### config.mk
export PLATFORM = sky130hd
export DESIGN_NAME = ppei_top
export DESIGN_NICKNAME = d
export VERILOG_FILES = /design/src/core/ppei_pkg.sv /design/src/core/ppei_sync.sv /design/src/core/ppei_top.sv
export SDC_FILE = /design/constraint.sdc
export NUM_CORES = 1
export LEC_CHECK = 0
export BUFFER_PORTS_ARGS = -buffer_cell sky130_fd_sc_hd__buf_2
export CAP_MARGIN = 10
export CORE_ASPECT_RATIO = 0.5
export CORE_MARGIN = 2
export CORE_UTILIZATION = 34
export CTS_CLUSTER_DIAMETER = 30
export DETAILED_ROUTE_END_ITERATION = 12
export SYNTH_ARGS = -nofsm -noshare
export SYNTH_HDL_FRONTEND = slang
export SYNTH_SLANG_ARGS = --single-unit
### constraint.sdc
create_clock -name CLOCK -period 2.7 [get_ports CLOCK]
set_clock_uncertainty 0.1 [all_clocks]
set_input_delay 0.405 -clock CLOCK [delete_from_list [all_inputs] [get_ports CLOCK]]
set_output_delay 0.405 -clock CLOCK [all_outputs]
set_load 0.005 [all_outputs]
### src/core/ppei_pkg.sv
`default_nettype none
// ---------------------------------------------------------------------------
// Shared constants for the port pin edge interrupt and I/O block.
// ---------------------------------------------------------------------------
package ppei_pkg;
    // Register indices as printed; the byte address is four times the index.
    localparam logic [7:0] IDX_PULL_ENABLE_P  = 8'h1C;
    localparam logic [7:0] IDX_POLARITY_P     = 8'h1D;
    localparam logic [7:0] IDX_IRQ_ENABLE_P   = 8'h1E;
    localparam logic [7:0] IDX_EDGE_FLAGS_P   = 8'h1F;
    localparam logic [7:0] IDX_J_DATA         = 8'h28;
    localparam logic [7:0] IDX_J_PIN_INPUT    = 8'h29;
    localparam logic [7:0] IDX_J_DIRECTION    = 8'h2A;
    localparam logic [7:0] IDX_J_DRIVE        = 8'h2B;
    // Extra registers for the interrupt status and mask.
    localparam logic [7:0] IDX_IRQ_STATUS     = 8'h40;
    localparam logic [7:0] IDX_IRQ_MASK       = 8'h41;
    // Port J implements bits 7 and 6 only.
    localparam int         J_LSB              = 6;
    localparam int         J_WIDTH            = 2;
    // Values after reset.
    localparam logic [7:0] RST_BYTE           = 8'h00;
    localparam logic [1:0] RST_J              = 2'h0;
    // Interrupt status bit positions.
    localparam int         ST_EDGE            = 0;
    localparam int         ST_DIR             = 1;
    // Bus responses.
    localparam logic [1:0] RESP_OKAY          = 2'h0;
    localparam logic [1:0] RESP_SLVERR        = 2'h2;
    // Synchroniser length in bus cycles.
    localparam int         SYNC_STAGES        = 2;
endpackage : ppei_pkg
`default_nettype wire

### src/core/ppei_sync.sv
`default_nettype none
// ---------------------------------------------------------------------------
// Two-stage synchroniser for a bus of pin levels.
// ---------------------------------------------------------------------------
module ppei_sync
    import ppei_pkg::*;
#(
    parameter int W = 10
) (
    input  wire logic         clk,
    input  wire logic         rst,
    input  wire logic [W-1:0] async_in,
    output logic      [W-1:0] sync_out
);
    typedef struct packed {
        logic [W-1:0] meta;
        logic [W-1:0] stable;
    } ppei_sync_s;

    ppei_sync_s st;
    ppei_sync_s next_st;

    // The first stage feeds only the second stage.
    always_comb begin
        next_st.meta   = async_in;
        next_st.stable = st.meta;
    end

    always_ff @(posedge clk) begin
        if (rst) begin
            st <= '0;
        end else begin
            st <= next_st;
        end
    end

    assign sync_out = st.stable;
endmodule : ppei_sync
`default_nettype wire

### src/core/ppei_top.sv
// The AXI4-Lite slave port was chosen for this implementation.
`default_nettype none
module ppei_top
    import ppei_pkg::*;
(
    input  wire logic        CLOCK,
    input  wire logic        RST,
    // AXI4-Lite slave.
    input  wire logic [31:0] S_AXI_AWADDR,
    input  wire logic        S_AXI_AWVALID,
    output logic             S_AXI_AWREADY,
    input  wire logic [31:0] S_AXI_WDATA,
    input  wire logic [3:0]  S_AXI_WSTRB,
    input  wire logic        S_AXI_WVALID,
    output logic             S_AXI_WREADY,
    output logic [1:0]       S_AXI_BRESP,
    output logic             S_AXI_BVALID,
    input  wire logic        S_AXI_BREADY,
    input  wire logic [31:0] S_AXI_ARADDR,
    input  wire logic        S_AXI_ARVALID,
    output logic             S_AXI_ARREADY,
    output logic [31:0]      S_AXI_RDATA,
    output logic [1:0]       S_AXI_RRESP,
    output logic             S_AXI_RVALID,
    input  wire logic        S_AXI_RREADY,
    // Port P pins, inputs only in this block.
    input  wire logic [7:0]  P_PIN_IN,
    output logic [7:0]       P_PULL_ON,
    output logic [7:0]       P_PULL_UP,
    output logic             P_IRQ,
    // Port J pins 7:6.
    input  wire logic [1:0]  J_PIN_IN,
    output logic [1:0]       J_PIN_OUT,
    output logic [1:0]       J_PIN_OE,
    output logic [1:0]       J_REDUCED_DRIVE,
    // Summary interrupt.
    output logic             IRQ
);
    // -----------------------------------------------------------------------
    // State
    // -----------------------------------------------------------------------
    // Everything the block remembers, bar the pin synchroniser stages, lives in one struct, so reset is one
    // statement and the next value is built in one place; the bus channel
    // holders come first, then the software-visible registers, then the
    // flops that feed the pads directly.
    typedef struct packed {
        logic [31:0] aw_addr;
        logic        aw_held;
        logic [31:0] w_data;
        logic [3:0]  w_strb;
        logic        w_held;
        logic        b_valid;
        logic [1:0]  b_resp;
        logic        r_valid;
        logic [31:0] r_data;
        logic [1:0]  r_resp;
        logic [7:0]  pull_enable_p;
        logic [7:0]  polarity_p;
        logic [7:0]  irq_enable_p;
        logic [7:0]  edge_flags_p;
        logic [7:0]  p_prev;
        logic [1:0]  j_data;
        logic [1:0]  j_direction;
        logic [1:0]  j_drive;
        logic [1:0]  irq_status;
        logic [1:0]  irq_mask;
        logic [7:0]  pull_up_p;
        logic [1:0]  j_reduced;
    } ppei_s;

    // Present state and the value it takes at the next edge.
    ppei_s st;
    ppei_s next_st;

    // Synchronised pin levels: port P in the low byte, port J above it.
    logic [9:0] pins_sync;
    logic [7:0] p_sync;
    logic [1:0] j_sync;

    // -----------------------------------------------------------------------
    // Pin synchronisers
    // -----------------------------------------------------------------------
    // Port J rides in the top two bits of the shared synchroniser, so both
    // ports see the same two-edge latency from pin to logic, and nothing
    // reads a pin before it has passed both stages.
    ppei_sync #(
        .W (10)
    ) u_sync (
        .clk      (CLOCK),
        .rst      (RST),
        .async_in ({J_PIN_IN, P_PIN_IN}),
        .sync_out (pins_sync)
    );

    assign p_sync = pins_sync[7:0];
    assign j_sync = pins_sync[9:8];

    // True when a byte address falls on the word of register idx; the two
    // low address bits are ignored, as every register is one aligned word.
    function automatic logic addr_hit(input logic [31:0] a, input logic [7:0] idx);
        addr_hit = (a[31:2] == {22'h000000, idx});
    endfunction : addr_hit

    // Merges a write byte into a register under the lane-0 strobe. Lanes 1
    // to 3 carry nothing, as every register here is one byte wide.
    function automatic logic [7:0] lane0(input logic [7:0] old, input logic [31:0] d,
                                         input logic [3:0] s);
        lane0 = s[0] ? d[7:0] : old;
    endfunction : lane0

    // -----------------------------------------------------------------------
    // Edge detection and readback
    // -----------------------------------------------------------------------
    logic        wr_fire;
    logic        rd_fire;
    logic [7:0]  edge_hit;
    logic [7:0]  w1c_mask;
    logic [31:0] rd_word;
    logic        rd_ok;
    logic        wr_ok;
    logic [1:0]  j_read;
    logic [1:0]  ev;

    // One detector per pin compares the synchronised level with the level
    // held one edge earlier, so a pin change can set its flag once only.
    for (genvar g = 0; g < 8; g++) begin : g_edge
        // Polarity 0 catches a fall and polarity 1 a rise; the enable plays
        // no part in setting the flag.
        assign edge_hit[g] = st.polarity_p[g] ? (p_sync[g] && !st.p_prev[g])
                                              : (!p_sync[g] && st.p_prev[g]);
    end

    // Port J data reads the latch on output pins and the synchronised pin on
    // inputs; the pin stages make readback lag a direction change by up to
    // two edges.
    for (genvar k = 0; k < J_WIDTH; k++) begin : g_jread
        assign j_read[k] = st.j_direction[k] ? st.j_data[k] : j_sync[k];
    end

    // -----------------------------------------------------------------------
    // Register logic
    // -----------------------------------------------------------------------
    always_comb begin
        next_st = st;
        next_st.p_prev = p_sync;

        // A write goes ahead once address and data are both held and no
        // response is waiting; the two may arrive in either order.
        wr_fire = st.aw_held && st.w_held && !st.b_valid;
        rd_fire = S_AXI_ARVALID && !st.r_valid;

        // Each channel is captured on its own handshake and kept until the
        // write is performed; ready stays low meanwhile, so nothing is lost.
        if (S_AXI_AWVALID && !st.aw_held) begin
            next_st.aw_held = 1'b1;
            next_st.aw_addr = S_AXI_AWADDR;
        end
        if (S_AXI_WVALID && !st.w_held) begin
            next_st.w_held = 1'b1;
            next_st.w_data = S_AXI_WDATA;
            next_st.w_strb = S_AXI_WSTRB;
        end

        // Register writes act on lane 0 only. An address off the map falls
        // to the last branch, is answered with an error and changes nothing,
        // so a stray write can never disturb a real register.
        w1c_mask = 8'h00;
        wr_ok    = 1'b0;
        ev       = 2'h0;
        if (wr_fire) begin
            next_st.aw_held = 1'b0;
            next_st.w_held  = 1'b0;
            next_st.b_valid = 1'b1;
            wr_ok = 1'b1;
            if (addr_hit(st.aw_addr, IDX_PULL_ENABLE_P)) begin
                next_st.pull_enable_p = lane0(st.pull_enable_p, st.w_data, st.w_strb);
            end else if (addr_hit(st.aw_addr, IDX_POLARITY_P)) begin
                next_st.polarity_p = lane0(st.polarity_p, st.w_data, st.w_strb);
            end else if (addr_hit(st.aw_addr, IDX_IRQ_ENABLE_P)) begin
                next_st.irq_enable_p = lane0(st.irq_enable_p, st.w_data, st.w_strb);
            end else if (addr_hit(st.aw_addr, IDX_EDGE_FLAGS_P)) begin
                w1c_mask = st.w_strb[0] ? st.w_data[7:0] : 8'h00;
            end else if (addr_hit(st.aw_addr, IDX_J_DATA)) begin
                // Only pins 7 and 6 exist; the other bits of the byte are dropped.
                if (st.w_strb[0]) begin
                    next_st.j_data = st.w_data[J_LSB +: J_WIDTH];
                end
            end else if (addr_hit(st.aw_addr, IDX_J_PIN_INPUT)) begin
                // Read-only: the write is answered but changes nothing.
            end else if (addr_hit(st.aw_addr, IDX_J_DIRECTION)) begin
                // Turning any pin round is recorded as a status event.
                if (st.w_strb[0]) begin
                    next_st.j_direction = st.w_data[J_LSB +: J_WIDTH];
                    ev[ST_DIR] = (st.w_data[J_LSB +: J_WIDTH] != st.j_direction);
                end
            end else if (addr_hit(st.aw_addr, IDX_J_DRIVE)) begin
                if (st.w_strb[0]) begin
                    next_st.j_drive = st.w_data[J_LSB +: J_WIDTH];
                end
            end else if (addr_hit(st.aw_addr, IDX_IRQ_STATUS)) begin
                // Status is cleared by reading, not writing.
            end else if (addr_hit(st.aw_addr, IDX_IRQ_MASK)) begin
                if (st.w_strb[0]) begin
                    next_st.irq_mask = st.w_data[1:0];
                end
            end else begin
                wr_ok = 1'b0;
            end
            next_st.b_resp = wr_ok ? RESP_OKAY : RESP_SLVERR;
        end
        // The write response stands until the master takes it.
        if (st.b_valid && S_AXI_BREADY) begin
            next_st.b_valid = 1'b0;
        end

        // A new edge wins over a clear landing in the same cycle.
        next_st.edge_flags_p = (st.edge_flags_p & ~w1c_mask) | edge_hit;
        ev[ST_EDGE] = |edge_hit;

        // Pull sense and reduced drive are registered from the values being
        // written, so the pad controls come straight from flops and change
        // at the same edge as the register behind them.
        next_st.pull_up_p = ~next_st.polarity_p;
        next_st.j_reduced = next_st.j_drive & next_st.j_direction;

        // The read word is decoded from the address as it stands on the bus;
        // the master holds it until ARREADY, so the decode sees it steady.
        rd_word = 32'h00000000;
        rd_ok   = 1'b1;
        if (addr_hit(S_AXI_ARADDR, IDX_PULL_ENABLE_P)) begin
            rd_word[7:0] = st.pull_enable_p;
        end else if (addr_hit(S_AXI_ARADDR, IDX_POLARITY_P)) begin
            rd_word[7:0] = st.polarity_p;
        end else if (addr_hit(S_AXI_ARADDR, IDX_IRQ_ENABLE_P)) begin
            rd_word[7:0] = st.irq_enable_p;
        end else if (addr_hit(S_AXI_ARADDR, IDX_EDGE_FLAGS_P)) begin
            rd_word[7:0] = st.edge_flags_p;
        end else if (addr_hit(S_AXI_ARADDR, IDX_J_DATA)) begin
            rd_word[J_LSB +: J_WIDTH] = j_read;
        end else if (addr_hit(S_AXI_ARADDR, IDX_J_PIN_INPUT)) begin
            rd_word[J_LSB +: J_WIDTH] = j_sync;
        end else if (addr_hit(S_AXI_ARADDR, IDX_J_DIRECTION)) begin
            rd_word[J_LSB +: J_WIDTH] = st.j_direction;
        end else if (addr_hit(S_AXI_ARADDR, IDX_J_DRIVE)) begin
            rd_word[J_LSB +: J_WIDTH] = st.j_drive;
        end else if (addr_hit(S_AXI_ARADDR, IDX_IRQ_STATUS)) begin
            rd_word[1:0] = st.irq_status;
        end else if (addr_hit(S_AXI_ARADDR, IDX_IRQ_MASK)) begin
            rd_word[1:0] = st.irq_mask;
        end else begin
            rd_ok = 1'b0;
        end

        // Sticky status: bit 0 records any flag being set and bit 1 a write
        // that turned a port J pin round. Reading the word hands the events
        // back and clears them, but an event in the same cycle stays.
        next_st.irq_status = st.irq_status | ev;
        if (rd_fire) begin
            next_st.r_valid = 1'b1;
            next_st.r_data  = rd_word;
            next_st.r_resp  = rd_ok ? RESP_OKAY : RESP_SLVERR;
            if (addr_hit(S_AXI_ARADDR, IDX_IRQ_STATUS)) begin
                next_st.irq_status = ev;
            end
        end
        // Read data stand until the master takes them.
        if (st.r_valid && S_AXI_RREADY) begin
            next_st.r_valid = 1'b0;
        end
    end

    // -----------------------------------------------------------------------
    // Registers
    // -----------------------------------------------------------------------
    // Synchronous reset clears every field but pull_up_p, which loads all ones; the named fields restate their
    // reset constants so the values after reset sit together here.
    always_ff @(posedge CLOCK) begin
        if (RST) begin
            st               <= '0;
            st.pull_enable_p <= RST_BYTE;
            st.polarity_p    <= RST_BYTE;
            st.irq_enable_p  <= RST_BYTE;
            st.edge_flags_p  <= RST_BYTE;
            st.j_direction   <= RST_J;
            st.b_resp        <= RESP_OKAY;
            st.r_resp        <= RESP_OKAY;
            st.pull_up_p     <= ~RST_BYTE;
            st.j_reduced     <= RST_J;
        end else begin
            st <= next_st;
        end
    end

    // -----------------------------------------------------------------------
    // Outputs
    // -----------------------------------------------------------------------
    // Handshake outputs are plain decodes of the held flags; every data
    // output comes straight from a flop.
    // Ready is withheld while a channel already holds an item.
    assign S_AXI_AWREADY = !st.aw_held;
    assign S_AXI_WREADY  = !st.w_held;
    assign S_AXI_BVALID  = st.b_valid;
    assign S_AXI_BRESP   = st.b_resp;
    assign S_AXI_ARREADY = !st.r_valid;
    assign S_AXI_RVALID  = st.r_valid;
    assign S_AXI_RDATA   = st.r_data;
    assign S_AXI_RRESP   = st.r_resp;

    // Port P pins are inputs here, so the pull enable alone gates the pull;
    // polarity 0 picks pull-up and 1 pull-down.
    assign P_PULL_ON = st.pull_enable_p;
    assign P_PULL_UP = st.pull_up_p;

    // Flags gated by their enables form the port request; a flag whose
    // enable is 0 stays readable but stays out of the request.
    assign P_IRQ = |(st.edge_flags_p & st.irq_enable_p);

    // Direction drives the enable; drive select only matters on outputs.
    // The latch drives the pad even while the pin is an input, so turning a
    // pin round shows the latched level at once.
    assign J_PIN_OUT       = st.j_data;
    assign J_PIN_OE        = st.j_direction;
    assign J_REDUCED_DRIVE = st.j_reduced;

    // Summary interrupt from sticky status under its mask; it stays high
    // until the status word is read.
    assign IRQ = |(st.irq_status & st.irq_mask);
endmodule : ppei_top
`default_nettype wire

# Word level (Yosys, flattened, before mapping)
# Index checks and enable logic that the tools add are counted.
[classes]
n_eq_ne = 21
mux = 85
bitwise = 17
n_reduce_logical = 53
[op_table]
columns = ["cell", "count"]
rows = [
  ["$eq A30 B5 Y1 const B", 8],
  ["$eq A30 B6 Y1 const B", 8],
  ["$eq A30 B7 Y1 const B", 4],
  ["$mux W8", 14],
  ["$mux W2", 21],
  ["$mux W1", 40],
  ["$mux W16", 2],
  ["$mux W4", 8],
  ["$logic_and A1 B1 Y1", 23],
  ["$logic_not A1 Y1", 20],
  ["$and A8 B8 Y8", 2],
  ["$not A8 Y8", 2],
  ["$reduce_or A8 Y1", 2],
  ["$reduce_and A12 Y1", 1],
  ["$not A1 Y1", 9],
  ["$or A8 B8 Y8", 1],
  ["$reduce_or A2 Y1", 4],
  ["$reduce_and A7 Y1", 1],
  ["$reduce_and A5 Y1", 1],
  ["$and A2 B2 Y2", 2],
  ["$reduce_and A3 Y1", 1],
  ["$ne A2 B2 Y1", 1],
  ["$or A2 B2 Y2", 1],
]
[totals]
register_bits = 137
inputBits = 117
wordCells = 200

# Longest topological paths before layout
# Gate-level depths: netlist of the first run.
[logic_depth]
ltp_word = 13
depth_mapped = 7
mapped_depth_nobuf = 5

# Modules after synthesis
# Synthesis of the first run repeated with hierarchy kept, for this count alone.
[hier_totals]
hier_cells = 643
area_unflattened_um2 = 5926.9
[modules_own_cells]
columns = ["mod", "n_inst", "cells_per_inst", "area_per_inst_um2"]
rows = [
  ["ppei_top", 1, 601, 5308.8],
  ["ppei_sync", 1, 42, 618.1],
]

# Worst setup path before layout of the first run
# No wires, ideal clock.
[synth_timing]
path_kind = "register to register"
startpoint = "register st[159] (netlist name)"
endpoint = "register st[36] (netlist name)"
setup_time_ns = 0.128
arrival_ns = 1.757
path_slack_ns = 0.715
path_stages_with_launch = 7
cell_sequence = "dfxtp_1 > nor4_4 > nand4_4 > or4b_1 > buf_2 > mux2i_1 > nor2_1"
[synth_via]
elab_chain_len = 3
word_cells_on_any_way = 6
[synth_rtl]
columns = ["element", "line_no", "source"]
rows = [
  ["start, declared", "ppei_top.sv:72", "ppei_s st;"],
  ["start signal, assigned", "ppei_top.sv:290", "st <= next_st;"],
  ["$eq A30 B5 Y1", "ppei_top.sv:101", "addr_hit = (a[31:2] == {22'h000000, idx});"],
  ["$not A1 Y1 (no line)", "-", ""],
  ["$reduce_and A5 Y1 (no line) (*)", "-", ""],
]
# Every way passes the cells marked *; elsewhere a longest branch is shown, timed or not.
# A chain may end at the register's enable or synchronous reset.

# Final worst setup path of the first run
[layout_timing]
startpoint = "register st[147] (netlist name)"
endpoint = "register st[40] (netlist name)"
# The elaborated chain is that of the path after synthesis.

==> results of run 1 <==
## layout by cell type, fill, tap and decap left out, types with 7 or more instances in the layout
master,synthesis,routed
inv_1,9,9
nor4_1,10,10
nor2_1,40,40
buf_2,2,123
nor3b_1,11,11
o21ai_0,20,20
buf_4,58,8
nor2b_1,40,39
a21o_1,8,8
nand3_1,18,18
nor3_1,7,7
mux2i_1,28,28
dfxtp_1,133,133
clkbuf_16,0,17
nand2_1,109,109
conb_1,1,26
a21oi_1,70,70
## Yosys cell counts (2+ instances only)
master / number
dfxtp_1: 133
nand2_1: 109
a21oi_1: 70
buf_4: 58
nor2_1: 40
nor2b_1: 40
mux2i_1: 28
clkbuf_1: 27
o21ai_0: 20
nand3_1: 18
nor3b_1: 11
nor4_1: 10
inv_1: 9
a21o_1: 8
nor3_1: 7
a22oi_1: 6
mux4_2: 6
nand4_1: 6
nor4_4: 6
mux2_2: 4
buf_1: 3
nand3b_1: 3
nand4b_1: 3
nor4b_1: 3
o211ai_1: 3
a2111oi_0: 2
a211oi_1: 2
and3_1: 2
and4_1: 2
and4b_1: 2
buf_2: 2
o31ai_1: 2
or3_1: 2
or4_1: 2
xor2_1: 2
## kinds of logic after synthesis
kind of cell | Yosys count | share of synthesized area
XOR/XNOR | 2 | 0.00300
flip-flops | 133 | 0.456
other | 1 | 0.000642
buffers and inverters | 99 | 0.101
multiplexers | 38 | 0.0789
AO/OA/AOI/OAI | 116 | 0.111
AND/OR/NAND/NOR | 271 | 0.249
## sequential cells by signal, summed over array words and instances (netlist names)
register / count
u_sync.sync_out: 10
J_PIN_OUT: 2
P_PULL_ON: 8
S_AXI_RDATA: 8
S_AXI_BVALID: 1
u_sync.next_st: 10
st: 79
J_PIN_OE: 2
S_AXI_RRESP: 1
J_REDUCED_DRIVE: 2
S_AXI_RVALID: 1
P_PULL_UP: 8
S_AXI_BRESP: 1
## per-layer routing
metal	up-vias	track usage
met5	-	0
met4	0	0.0429
met2	152	0.227
met1	2107	0.224
li1	2369	-
met3	14	0.0337
## final cells by class
class                      instances  area [um^2]
multi-input combinational        453         2680
clock inverter                    13          148
inverter                           9         33.8
sequential                       133         2660
fill                            1717         9650
tap                              227          284
clock buffer                      19          443
timing repair buffer             132          696
## worst max-delay path, cell delays in order, from the launching register on
cell and delay, ns:
dfxtp_1 0.33, nor4_4 0.36, nand4_4 0.24, or4b_1 0.84
mux2i_1 0.24, nor2_1 0.06
## how the worst min path moves through the flow
stage | cells after the start | slack (ns) | endpoint
finish | 2 | 0.08 | S_AXI_RVALID$_SDFFE_PP0P_
global route | 2 | 0.06 | S_AXI_RVALID$_SDFFE_PP0P_
CTS | 2 | 0.07 | S_AXI_RVALID$_SDFFE_PP0P_
detailed placement | 1 | 0.32 | u_sync.sync_out[9]$_SDFF_PP0_
global placement | 1 | 0.33 | u_sync.sync_out[9]$_SDFF_PP0_
floorplan | 1 | 0.31 | u_sync.sync_out[0]$_SDFF_PP0_
## power breakdown
group	internal, mW	leakage, nW	switching, mW
logic	0.142	1.48	0.193
clock network	1.40	0.283	0.896
registers	2.03	1.08	0.0616
total	3.57	2.84	1.15
==> impl_metrics.json, run 1 <==
{
  "rsz0062_at_grt": "no",
  "power_density_nw_per_um2": 679,
  "num_io_pins": 182,
  "power_leakage_nw": 2.84,
  "die_w_um": 189,
  "core.rowCount": 33,
  "track_usage": 0.154,
  "numCtsBuffers": 17,
  "highest_layer": "met4",
  "dp_cells": 954,
  "cts_resized": 0,
  "worstRegToRegCells": 5,
  "min_from": "S_AXI_RREADY",
  "antenna_found_initial": 0,
  "crit_path_start_kind": "register",
  "cap_violations": 0,
  "clk_pin_slew_ns": 0.06,
  "r2r_end": "st[40]$_SDFFE_PP0P_",
  "grt_overflow_total": 0,
  "coreArea_um2": 16600,
  "worstPathArrival_ns": 2.49,
  "hold_viol": 0,
  "drt-met1-wl_um": 7040,
  "yosysTopAreaCell": "dfxtp_1",
  "utilization": 0.419,
  "htreeDepth": 4,
  "vias": 4642,
  "worst_slack_ns": 0.381,
  "cts_tree": "built",
  "syn_area_um2": 5840,
  "critPathRequiredTime_ns": 2.87,
  "io_buffers": 124,
  "cp-startpoint": "st[147]$_SDFFE_PP0P_",
  "diodes": 0,
  "dieArea_um2": 18300,
  "synthArstFlopShare": 0,
  "max_freq_mhz": 431,
  "gp_congestion": 0.813,
  "grt_pass1_wl_um": 22300,
  "rrSetupSlack_ns": 0.38,
  "dr.pass1.iters": 4,
  "cts_max_path_buffers": 2,
  "endpoint_kind": "register",
  "area_growth_pct": 19.0,
  "crit_path_end": "st[40]$_SDFFE_PP0P_",
  "hold_buffers": 0,
  "clock-sinks": 133,
  "drt_iter0_drc": 196,
  "avgSynthCellArea_um2": 8.85,
  "met2_length_um": 5950,
  "final_cell_area_um2": 6950,
  "max_slew.worst_pin.slew_ns": 1.10,
  "path_class": "register to register",
  "vias_per_cell": 4.71,
  "slew_violations": 0,
  "ir_worst_vdd_mv": 0.470,
  "start_util": 0.352,
  "yosysUniqueCellTypes": 44,
  "hold_path_class": "primary input to register",
  "pre_cts_ws_ns": 0.384,
  "seq_area_frac_synth": 0.456,
  "ys_ff_latch": 133,
  "synth_edf_count": 0,
  "clk_latency_ns": 0.41,
  "routed-wl-met3_um": 900,
  "routed_wl_um": 14000,
  "clockRootBuffer": "clkbuf_16",
  "fin_crit_ns": 2.32,
  "drive_gt1_frac": 0.240,
  "p_total_mw": 4.72,
  "ant_nets": 0,
  "r2r_start": "st[147]$_SDFFE_PP0P_",
  "ys_top_cells_by_area": "dfxtp_1 46%, buf_4 7.5%, nand2_1 7.0%",
  "grt_max_degree": 124,
  "cp_max_fo": 9,
  "synth_top_area_frac": 0.456,
  "ys_warn_count": 0,
  "synth_cells": 660,
  "whs_ns": 0.0811,
  "fin_setup_tns_ns": 0,
  "final_cells": 986,
  "place_area_um2": 6360,
  "die_h_um": 96.7,
  "min_period_over_period": 0.859,
  "setup-violations-final": 0,
  "grt_pass1_vias": 4342,
  "dpl.hpwl_um": 10100,
  "final_nets": 863,
  "synth-main-ff-cell": "dfxtp_1",
  "wl_per_cell_um": 14.2,
  "drcViolationCount": 0,
  "relSlewSlack": 0.264,
  "outcome": "finished, final reports clean",
  "postCtsSetupRepairBufs": 0
}
No activity file was read; power rests on OpenSTA's default activity.
==> inputs of run 2 (changes only) <==
CORE_UTILIZATION = 47   (was 34)
PLACE_DENSITY_LB_ADDON = 0.3   (was default)
==> run 2 against run 1 <==
Compared with the run above: worst hold slack worse by 0.010 ns; design area down 1.1%; cell count shrank 6.5%; critical path type unchanged; combinational power is 3% lower; sequential power hardly changed; routed wire length decreased by 5.0%; die area fell by 27%.
==> impl_metrics.json, run 2 (synthesis results as in run 1) <==
{
  "htreeDepth": 4,
  "min_from": "S_AXI_RREADY",
  "hold_viol": 0,
  "diodes": 0,
  "slew_violations": 0,
  "final_cells": 922,
  "die_w_um": 162,
  "grt_max_degree": 52,
  "clk_pin_slew_ns": 0.07,
  "p_sw_mw": 1.15,
  "dr.pass1.iters": 5,
  "ir_worst_vdd_mv": 0.467,
  "min_path_cells": 2,
  "p_int_mw": 3.68,
  "vias": 4733,
  "coreArea_um2": 12000,
  "whs_ns": 0.0711,
  "slowest_stage": "or4b_1",
  "rsz0062_at_grt": "no",
  "worstPathArrival_ns": 2.52,
  "p_total_mw": 4.83,
  "hold_buffers": 0,
  "cp-startpoint": "st[144]$_SDFFE_PP0P_",
  "grt_pass1_vias": 4303,
  "num_io_pins": 182,
  "antenna_found_initial": 0,
  "largest_reg_flops": 79,
  "area_growth_pct": 17.7,
  "grt_overflow_total": 0,
  "fin_crit_ns": 2.35,
  "top_register": "st",
  "final_common_cell": "dfxtp_1",
  "dp_cells": 890,
  "combPwrFrac": 0.067,
  "cts_tree": "built",
  "clk_latency_ns": 0.42,
  "r2r_start": "st[144]$_SDFFE_PP0P_",
  "max_slew.worst_pin.slew_ns": 0.690,
  "hold_path_class": "primary input to register",
  "crit_path_start_kind": "register",
  "endpoint_kind": "register",
  "cts_resized": 0,
  "wl_per_cell_um": 14.5,
  "power_density_nw_per_um2": 703,
  "start_util": 0.487,
  "cts_max_path_buffers": 2,
  "grt_pass1_wl_um": 21600,
  "drive_gt1_frac": 0.239,
  "io_buffers": 124,
  "clockRootBuffer": "clkbuf_16",
  "die_h_um": 82.8,
  "track_usage": 0.203,
  "numCtsBuffers": 17,
  "seqPwrFrac": 0.433,
  "critPathRequiredTime_ns": 2.88,
  "relSlewSlack": 0.537,
  "dieArea_um2": 13400,
  "vias_per_cell": 5.13,
  "cp_max_fo": 8,
  "setup-violations-final": 0,
  "core.rowCount": 28,
  "dpl.hpwl_um": 9380,
  "postCtsSetupRepairBufs": 0,
  "drt_iter0_drc": 197,
  "critPathMaxStageDelay_ns": 0.89,
  "ant_nets": 0,
  "outcome": "finished, final reports clean",
  "final_cell_mix": "133 x dfxtp_1, 123 x buf_2, 109 x nand2_1",
  "clkPwrFrac": 0.500,
  "crit_chain": "nor3b_2 > nand4b_1 > or4b_1 > mux2i_1 > nor2_1",
  "path_class": "register to register",
  "min_period_over_period": 0.869,
  "cap_violations": 0,
  "fill_cells": 1072,
  "routed_wl_um": 13300,
  "gp_congestion": 0.799,
  "power_leakage_nw": 2.85,
  "drcViolationCount": 0,
  "final_nets": 861,
  "worstRegToRegCells": 5,
  "swShare": 0.238,
  "clock-sinks": 133,
  "max_freq_mhz": 426,
  "fin_setup_tns_ns": 0
}
==> run 2: cell count changes in the layout (fill, tap and decap cells not counted), sizes merged <==
cell,delta
inv,-1
clkinv,+2
buf,-2
clkinvlp,-2
bufinv,+1
==> run 2: critical path, delay by kind of cell (launching register included) <==
family,cells,cell delay [ns]
flops,1,0.33
mux,1,0.26
simple gates,4,1.52
==> run 2: final timing paths <==
check / end / slack, ns
max: st[43]$_SDFFE_PP0P_ / 0.35
min: S_AXI_RVALID$_SDFFE_PP0P_ / 0.07
max reg2reg: st[43]$_SDFFE_PP0P_ / 0.35
min reg2reg: u_sync.sync_out[7]$_SDFF_PP0_ / 0.33
==> run 2: final cells by class <==
class,count,area [um^2],area share
Sequential cell,133,2660,0.387
Inverter,9,33.8,0.00491
Clock inverter,13,169,0.0246
Tap cell,165,206,0.0300
Timing Repair Buffer,130,668,0.0972
Clock buffer,19,453,0.0659
Multi-Input combinational cell,453,2680,0.390
==> run 2: power groups by stage <==
stage          Combinational [mW]  Sequential [mW]  Clock (mW)
2_1_floorplan               0.246             2.11           0
3_3_place_gp                0.318             2.13           0
3_5_place_dp                0.324             2.13           0
4_1_cts                     0.326             2.09        2.44
5_1_grt                     0.366             2.10        2.53
6_report                    0.325             2.09        2.42
==> run 2: layer usage <==
layer	wire [um]	up-vias	global-route usage
li1	-	2366	-
met1	6170	2203	0.269
met2	6120	150	0.322
met3	863	14	0.0514
met4	186	0	0.0788
met5	0	-	0
==> run 2: through the flow <==
stage          cell area [um^2]  worst slack [ns]  utilization
4_1_cts                    6870             0.335        0.574
3_5_place_dp               6250             0.395        0.522
5_1_grt                    6870             0.152        0.574
2_1_floorplan              5930             0.715            -
3_3_place_gp               6250             0.436        0.522
6_report                   6870             0.353        0.574
